$ cat src/irq_cfg_map.svh
// Register offsets, field positions, reset values and masks of the block.
`ifndef IRQ_CFG_MAP_SVH
`define IRQ_CFG_MAP_SVH
`define VOLT_EN_OFS     8'h7E
`define DEV_CFG_OFS     8'h7F
`define FAN_EN_OFS      8'h80
`define ASSOC_OFS       8'h81
`define TEMP_EN_OFS     8'h82
`define VOLT_EN_RST     8'hEC
`define DEV_CFG_RST     8'h10
`define FAN_EN_RST      8'h1E
`define ASSOC_RST       8'hA4
`define TEMP_EN_RST     8'h0E
`define VOLT_EN_WMASK   8'hED
`define FAN_EN_WMASK    8'h1F
`define TEMP_EN_WMASK   8'h0F
`define CFG_WMASK       8'h73
`define GROUP_EN_BIT    0
`define CFG_SPEED3_BIT  0
`define CFG_DRIVE2_BIT  1
`define CFG_READY_BIT   3
`define CFG_SPINUP_BIT  4
`define CFG_INIT_BIT    7
`define DUTY_OFF        8'h00
`define TACH_MIN_NEVER  16'hFFFF
`endif

$ cat src/irq_cfg_pkg.sv
// Types shared by the interrupt enable and configuration block.
package irq_cfg_pkg;
   typedef logic [7:0] reg8_t;
   typedef logic [1:0] assoc_code_t;
   typedef enum logic [1:0] {
      DRIVE_1,
      DRIVE_2,
      DRIVE_3,
      DRIVE_RSVD
   } drive_sel_t;
endpackage : irq_cfg_pkg

$ cat src/monitor_irq_config.sv
// Interrupt enable, pin select and configuration registers of the monitor.
`include "irq_cfg_map.svh"
module monitor_irq_config
   import irq_cfg_pkg::*;
(
   input  wire logic        clk_i,
   input  wire logic        reset_n_i,
   input  wire logic        wr_en_i,
   input  wire logic [7:0]  addr_i,
   input  wire logic [7:0]  wdata_i,
   output logic [7:0]       rdata_o,
   output logic             hit_o,
   input  wire logic        lock_i,
   input  wire logic        global_irq_output_enable_i,
   input  wire logic        thermal_readings_valid_i,
   input  wire logic [4:0]  volt_event_i,
   input  wire logic [3:0]  speed_event_i,
   input  wire logic [2:0]  temp_event_i,
   input  wire logic [4:0]  volt_status_i,
   input  wire logic [3:0]  speed_status_i,
   input  wire logic [2:0]  temp_status_i,
   input  wire logic [23:0] drive_duty_i,
   input  wire logic [2:0]  fan_enabled_i,
   input  wire logic [63:0] tach_min_i,
   output logic [4:0]       volt_status_set_o,
   output logic [3:0]       speed_status_set_o,
   output logic [2:0]       temp_status_set_o,
   output logic [7:0]       speed_input_drive_association_o,
   output logic             spinup_shortening_enable_o,
   output logic             soft_reset_o,
   output logic             speed3_pin_as_irq_o,
   output logic             drive2_pin_as_irq_o,
   output logic             irq_n_o,
   output logic             irq_n_oe_o
);
   import irq_cfg_pkg::*;

   // --------------------------------------------------------------
   // Register storage.
   // --------------------------------------------------------------
   reg8_t voltage_event_enable;
   reg8_t device_configuration;
   reg8_t fan_speed_event_enable;
   reg8_t speed_input_drive_association;
   reg8_t temperature_event_enable;
   logic  init_pulse;
   logic  wr_ok;

   // Decide whether a write reaches storage at this address.
   function automatic logic wr_hit(input logic [7:0] a,
                                   input logic [7:0] ofs);
      wr_hit = wr_en_i && wr_ok && (a == ofs);
   endfunction : wr_hit

   // Writes reach storage only while the lock is open.
   assign wr_ok = !lock_i;

   // Voltage enable register, reserved bits stay zero.
   always_ff @(posedge clk_i or negedge reset_n_i) begin
      if (!reset_n_i) begin
         voltage_event_enable <= `VOLT_EN_RST;
      end else if (init_pulse) begin
         voltage_event_enable <= `VOLT_EN_RST;
      end else if (wr_hit(addr_i, `VOLT_EN_OFS)) begin
         voltage_event_enable <= wdata_i & `VOLT_EN_WMASK;
      end
   end

   // Fan speed enable register.
   always_ff @(posedge clk_i or negedge reset_n_i) begin
      if (!reset_n_i) begin
         fan_speed_event_enable <= `FAN_EN_RST;
      end else if (init_pulse) begin
         fan_speed_event_enable <= `FAN_EN_RST;
      end else if (wr_hit(addr_i, `FAN_EN_OFS)) begin
         fan_speed_event_enable <= wdata_i & `FAN_EN_WMASK;
      end
   end

   // Association register, every code is stored as written.
   always_ff @(posedge clk_i or negedge reset_n_i) begin
      if (!reset_n_i) begin
         speed_input_drive_association <= `ASSOC_RST;
      end else if (init_pulse) begin
         speed_input_drive_association <= `ASSOC_RST;
      end else if (wr_hit(addr_i, `ASSOC_OFS)) begin
         speed_input_drive_association <= wdata_i;
      end
   end

   // Temperature enable register.
   always_ff @(posedge clk_i or negedge reset_n_i) begin
      if (!reset_n_i) begin
         temperature_event_enable <= `TEMP_EN_RST;
      end else if (init_pulse) begin
         temperature_event_enable <= `TEMP_EN_RST;
      end else if (wr_hit(addr_i, `TEMP_EN_OFS)) begin
         temperature_event_enable <= wdata_i & `TEMP_EN_WMASK;
      end
   end

   // Configuration register; the ready bit is live, not stored.
   always_ff @(posedge clk_i or negedge reset_n_i) begin
      if (!reset_n_i) begin
         device_configuration <= `DEV_CFG_RST;
      end else if (init_pulse) begin
         device_configuration <= `DEV_CFG_RST;
      end else if (wr_hit(addr_i, `DEV_CFG_OFS)) begin
         device_configuration <= wdata_i & `CFG_WMASK;
      end
   end

   // --------------------------------------------------------------
   // Soft reset.
   // --------------------------------------------------------------
   // A write of one to the init bit gives a one-cycle reset pulse.
   always_ff @(posedge clk_i or negedge reset_n_i) begin
      if (!reset_n_i) begin
         init_pulse <= 1'b0;
      end else begin
         init_pulse <= wr_hit(addr_i, `DEV_CFG_OFS)
                       && wdata_i[`CFG_INIT_BIT];
      end
   end

   assign soft_reset_o = init_pulse;

   // --------------------------------------------------------------
   // Read path.
   // --------------------------------------------------------------
   // Decode the read address; unmapped addresses read zero.
   always_comb begin
      rdata_o = 8'h00;
      hit_o   = 1'b1;
      if (addr_i == `VOLT_EN_OFS) begin
         rdata_o = voltage_event_enable;
      end else if (addr_i == `DEV_CFG_OFS) begin
         rdata_o = device_configuration;
         rdata_o[`CFG_READY_BIT] = thermal_readings_valid_i;
         rdata_o[`CFG_INIT_BIT]  = 1'b0;
      end else if (addr_i == `FAN_EN_OFS) begin
         rdata_o = fan_speed_event_enable;
      end else if (addr_i == `ASSOC_OFS) begin
         rdata_o = speed_input_drive_association;
      end else if (addr_i == `TEMP_EN_OFS) begin
         rdata_o = temperature_event_enable;
      end else begin
         hit_o = 1'b0;
      end
   end

   // --------------------------------------------------------------
   // Status set gating.
   // --------------------------------------------------------------
   logic [4:0] volt_en;
   // Voltage enables: 2.5V, core, 5V, 12V and main supply.
   assign volt_en = {voltage_event_enable[7:5],
                     voltage_event_enable[3:2]};
   assign volt_status_set_o = volt_event_i & volt_en;
   assign temp_status_set_o = temp_event_i
                              & temperature_event_enable[3:1];

   // One suppression gate per fan speed input.
   genvar g;
   generate
      for (g = 0; g < 4; g++) begin : gen_speed
         speed_event_gate u_gate (
            .event_i       (speed_event_i[g]),
            .enable_i      (fan_speed_event_enable[g+1]),
            .assoc_i       (speed_input_drive_association[2*g+1:2*g]),
            .drive_duty_i  (drive_duty_i),
            .fan_enabled_i (fan_enabled_i),
            .tach_min_i    (tach_min_i[16*g+15:16*g]),
            .set_o         (speed_status_set_o[g])
         );
      end
   endgenerate

   assign speed_input_drive_association_o = speed_input_drive_association;
   assign spinup_shortening_enable_o =
      device_configuration[`CFG_SPINUP_BIT];
   assign speed3_pin_as_irq_o =
      device_configuration[`CFG_SPEED3_BIT];
   assign drive2_pin_as_irq_o =
      device_configuration[`CFG_DRIVE2_BIT];

   // --------------------------------------------------------------
   // Interrupt pin.
   // --------------------------------------------------------------
   logic v_req;
   logic s_req;
   logic t_req;
   logic irq_req;
   assign v_req = voltage_event_enable[`GROUP_EN_BIT]
                  && |(volt_status_i & volt_en);
   // Each group needs its group bit and one individually enabled status.
   assign s_req = fan_speed_event_enable[`GROUP_EN_BIT]
                  && |(speed_status_i & fan_speed_event_enable[4:1]);
   assign t_req = temperature_event_enable[`GROUP_EN_BIT]
                  && |(temp_status_i & temperature_event_enable[3:1]);
   assign irq_req = global_irq_output_enable_i
                    && (v_req || s_req || t_req);

   // Registered open-drain drive: low only in the cycle after a request stands.
   always_ff @(posedge clk_i or negedge reset_n_i) begin
      if (!reset_n_i) begin
         irq_n_oe_o <= 1'b0;
      end else begin
         irq_n_oe_o <= irq_req;
      end
   end

   assign irq_n_o = 1'b0;
endmodule : monitor_irq_config

$ cat src/speed_event_gate.sv
// Per-input gate that decides whether a fan speed event may set status.
`include "irq_cfg_map.svh"
module speed_event_gate
   import irq_cfg_pkg::*;
(
   input  wire logic              event_i,
   input  wire logic              enable_i,
   input  wire irq_cfg_pkg::assoc_code_t assoc_i,
   input  wire logic [23:0]       drive_duty_i,
   input  wire logic [2:0]        fan_enabled_i,
   input  wire logic [15:0]       tach_min_i,
   output logic                   set_o
);
   // --------------------------------------------------------------
   // Suppression from the associated drive output.
   // --------------------------------------------------------------
   logic       blocked;
   logic [7:0] duty;
   logic       on;
   // Look up the associated drive and block while idle or disabled.
   always_comb begin
      duty = 8'h00;
      on   = 1'b0;
      case (drive_sel_t'(assoc_i))
         DRIVE_1: begin
            duty = drive_duty_i[7:0];
            on   = fan_enabled_i[0];
         end
         DRIVE_2: begin
            duty = drive_duty_i[15:8];
            on   = fan_enabled_i[1];
         end
         DRIVE_3: begin
            duty = drive_duty_i[23:16];
            on   = fan_enabled_i[2];
         end
         default: begin
            duty = 8'h00;
            on   = 1'b0;
         end
      endcase
      blocked = (duty == `DUTY_OFF) || !on;
   end
   // An event passes only when enabled, unblocked and the limit is live.
   assign set_o = event_i && enable_i && !blocked
                  && (tach_min_i != `TACH_MIN_NEVER);
endmodule : speed_event_gate

$ cat config.mk
export PLATFORM = sky130hd
export DESIGN_NAME = monitor_irq_config
export DESIGN_NICKNAME = d
export VERILOG_FILES = /design/src/irq_cfg_pkg.sv /design/src/monitor_irq_config.sv /design/src/speed_event_gate.sv
export VERILOG_INCLUDE_DIRS = /design/src /design/src/src
export SDC_FILE = /design/constraint.sdc
export NUM_CORES = 1
export LEC_CHECK = 0
export BUFFER_PORTS_ARGS = -buffer_cell sky130_fd_sc_hd__buf_2
export CORE_ASPECT_RATIO = 0.5
export CORE_MARGIN = 2
export CORE_UTILIZATION = 42
export CTS_CLUSTER_SIZE = 25
export DETAILED_ROUTE_END_ITERATION = 10
export GPL_TIMING_DRIVEN = 0
export PLACE_DENSITY = 0.86
export SLEW_MARGIN = 20
export SYNTH_ARGS = -nofsm -noshare
export SYNTH_HDL_FRONTEND = slang
export SYNTH_SLANG_ARGS = --single-unit
$ cat constraint.sdc
create_clock -name clk_i -period 2.8 [get_ports clk_i]
set_input_delay 0.14 -clock clk_i [delete_from_list [all_inputs] [get_ports clk_i]]
set_output_delay 0.14 -clock clk_i [all_outputs]
set_load 0.005 [all_outputs]
==> impl_metrics.env <==
export IMPL_synth_edf_count=0
export IMPL_drc=0
export IMPL_core_sq_um=4860
export IMPL_timing_final_ws_setup_ns=0.856
export IMPL_cts_hold_fix_buffers=1
export IMPL_synth_async_reset_ratio=1.00
export IMPL_yosysWarnings=0
export IMPL_dpl_hpwl_um=5590
export IMPL_end_kind="output port"
export IMPL_ys_flop_type="dfstp_2"
export IMPL_power_density_nw_per_um2=392
export IMPL_status="finished clean"
export IMPL_setup_violations=0
export IMPL_num_vias=2548
export IMPL_cts_root_buf="clkbuf_8"
export IMPL_synth_cell_types=43
export IMPL_worstPathMaxFanout=5
export IMPL_syn_avg_cell_area_sq_um=8.84
export IMPL_gp_congestion=0.906
export IMPL_place_inst=477
export IMPL_fill_cells=429
export IMPL_synth_area_sq_um=2100
export IMPL_finalCriticalPeriod_ns=1.94
export IMPL_ys_seq_elements=30
export IMPL_drt_iter0_drc=211
export IMPL_cts_made_buffers=5
export IMPL_slew_headroom=0.543
export IMPL_ant_nets=0
export IMPL_yosysSeqAreaShare=0.366
export IMPL_cts_tree="yes"
export IMPL_htreeDepth=2
export IMPL_ioPinCount=172
export IMPL_overflow=0
export IMPL_tns_ns=0
export IMPL_synth_cells=238
export IMPL_grt_first_pass_wirelength_um=10400
export IMPL_antenna_found_initial=0
export IMPL_post_drt_wl_per_cell_um=14.3
export IMPL_routed_wl_um=6940
export IMPL_drv_cap=0
export IMPL_cts_buffer_depth=2
export IMPL_timing_final_hold_violations=0
export IMPL_clk_pin_slew_ns=0.07
export IMPL_rsz0062_at_grt="false"
export IMPL_io_buffers=169
export IMPL_irDropWorstVdd_uv=342
export IMPL_viasPerCell=5.24
export IMPL_ctsResizeCount=0
export IMPL_p_leak_nw=1.57
export IMPL_min_period_over_period=0.694
export IMPL_fin_worst_skew_ns=0.00823
export IMPL_path_class="reg2out"
export IMPL_nNetsFinal=552
export IMPL_fmax_ghz=0.514
export IMPL_syn_nets=375
export IMPL_post_cts_setup_buffers=0
export IMPL_fp_dieW_um=104
export IMPL_grt_util_all_layers=0.239
export IMPL_grt_max_degree=31
export IMPL_grt_pass1_vias=2208
export IMPL_min_path_type="in2reg"
export IMPL_post_place_ws_ns=0.918
export IMPL_cts_sinks=30
export IMPL_n_antenna_cell=0
export IMPL_drive_gt1_frac=0.502
export IMPL_rows=18
export IMPL_required_ns=2.66
export IMPL_insertion_delay_ns=0.29
export IMPL_startpoint_type="flop"
export IMPL_die_area_sq_um=5620
export IMPL_dr_pass1_iters=5
export IMPL_syn_to_final_growth_pct=51.6
export IMPL_start_util=0.432
export IMPL_die_y_um=54.0
export IMPL_r2r_slack_ns=1.34
export IMPL_cp_data_arrival_time_ns=1.80
export IMPL_tightestPinTransition_ns=0.682
export IMPL_finalNonFillerCells=486
export IMPL_report_final_slew_viol_count=0
## placed cells by master (no fill, tap or decap), types with 2 or more instances in the layout
master | netlist | routed
nor2_1 | 27 | 27
buf_2 | 2 | 171
nand3b_1 | 5 | 5
clkbuf_8 | 0 | 6
nor2b_1 | 2 | 2
or4_1 | 3 | 3
a222oi_1 | 3 | 3
nor3_1 | 8 | 8
nand3_1 | 5 | 5
o21ai_0 | 2 | 2
a21oi_1 | 13 | 13
dfrtp_1 | 14 | 14
nand4_1 | 16 | 16
dfstp_2 | 16 | 16
and2_1 | 10 | 10
a31oi_1 | 4 | 4
nor4_1 | 7 | 7
nand4b_1 | 5 | 5
inv_1 | 5 | 5
mux2i_1 | 28 | 28
clkbuf_1 | 6 | 6
bufinv_16 | 0 | 2
a22oi_1 | 3 | 3
o22ai_1 | 5 | 5
a21boi_0 | 2 | 2
nand2_1 | 23 | 23
nor4_4 | 2 | 2
buf_4 | 5 | 5
## cells in the mapped netlist (2+ instances only)
cell / number / area, sq um
nand2_1: 23 / 86.3
a31oi_1: 4 / 25.0
nand3_1: 5 / 25.0
a222oi_1: 3 / 30.0
inv_1: 5 / 18.8
a22oi_1: 3 / 22.5
o21ai_0: 2 / 10.0
nor2b_1: 2 / 12.5
nand3b_1: 5 / 37.5
buf_2: 2 / 10.0
dfstp_2: 16 / 420
clkbuf_1: 6 / 22.5
or4_1: 3 / 22.5
nor2_1: 27 / 101
dfrtp_1: 14 / 350
o22ai_1: 5 / 31.3
nor4_4: 2 / 42.5
buf_4: 5 / 37.5
nand4b_1: 5 / 43.8
mux2i_1: 28 / 280
nor3_1: 8 / 40.0
a21boi_0: 2 / 15.0
and2_1: 10 / 62.6
a21oi_1: 13 / 65.1
nand4_1: 16 / 100
nor4_1: 7 / 43.8
## registers in the layout, summed over array words and instances, names as in the netlist
signal	flops
soft_reset_o	1
temperature_event_enable	4
voltage_event_enable	6
device_configuration	5
irq_n_oe_o	1
fan_speed_event_enable	5
speed_input_drive_association_o	8
## logic make-up (layout without fill, tap and decap cells)
kind of cell | after synthesis | in the layout | synth area share
AND/OR/NAND/NOR | 122 | 122 | 0.334
AO/OA/AOI/OAI | 37 | 37 | 0.115
flip-flops | 30 | 30 | 0.366
other | 1 | 1 | 0.00178
buffers and inverters | 20 | 198 | 0.0494
multiplexers | 28 | 28 | 0.133
## per-stage QoR
stage / total power [mW] / utilization / hold WS (ns) / cell area [sq um]
5_1_grt: 1.29 / 0.656 / 0.0974 / 3190
4_1_cts: 1.25 / 0.656 / 0.0634 / 3190
3_5_place_dp: 0.700 / 0.624 / 0.201 / 3040
3_3_place_gp: 0.695 / 0.624 / 0.192 / 3040
2_1_floorplan: 0.558 / - / -0.156 / 2100
6_report: 1.25 / 0.656 / 0.0635 / 3190
## critical path: stages, from the launching register on
cell       delay (ns)
dfrtp_1          0.43
inv_1            0.11
a211oi_1         0.18
a31oi_1          0.06
a2111oi_0        0.46
buf_4            0.18
buf_2            0.10
## metal layers
metal | vias up | GRT usage | wire [um]
met5 | - | 0 | 0
met4 | 0 | 0.0901 | 107
met3 | 12 | 0.0400 | 513
met2 | 108 | 0.412 | 3390
met1 | 1181 | 0.312 | 2930
li1 | 1247 | - | -
## power breakdown
part	total (mW)	internal [mW]	switching, mW
logic	0.215	0.119	0.0962
registers	0.481	0.459	0.0223
clock network	0.552	0.379	0.173
## layout make-up
| type | count | area [sq um] | area share |
|---|---|---|---|
| Sequential cell | 30 | 771 | 0.242 |
| Multi-Input combinational cell | 188 | 1230 | 0.385 |
| Inverter | 6 | 22.5 | 0.00706 |
| Timing Repair Buffer | 170 | 856 | 0.268 |
| Buffer | 14 | 81.3 | 0.0255 |
| Clock inverter | 2 | 60.1 | 0.0188 |
| Clock buffer | 6 | 82.6 | 0.0259 |
| Tap cell | 70 | 87.6 | 0.0275 |
## final timing paths
path                                                                     start                                             end  cells past startpoint
min in group asynchronous                                            reset_n_i                            irq_n_oe_o$_DFF_PN0_                      2
max in group asynchronous                                            reset_n_i  speed_input_drive_association_o[1]$_DFFE_PN0P_                      2
worst min register to register             device_configuration[6]$_DFFE_PN0P_             device_configuration[6]$_DFFE_PN0P_                      2
worst max-delay path            speed_input_drive_association_o[0]$_DFFE_PN0P_                           speed_status_set_o[0]                      6
worst max register to register                          soft_reset_o$_DFF_PN0_  speed_input_drive_association_o[7]$_DFFE_PN1P_                      4
worst min-delay path                                global_irq_output_enable_i                            irq_n_oe_o$_DFF_PN0_                      2
Note: power is estimated with default switching activity, not from simulation.
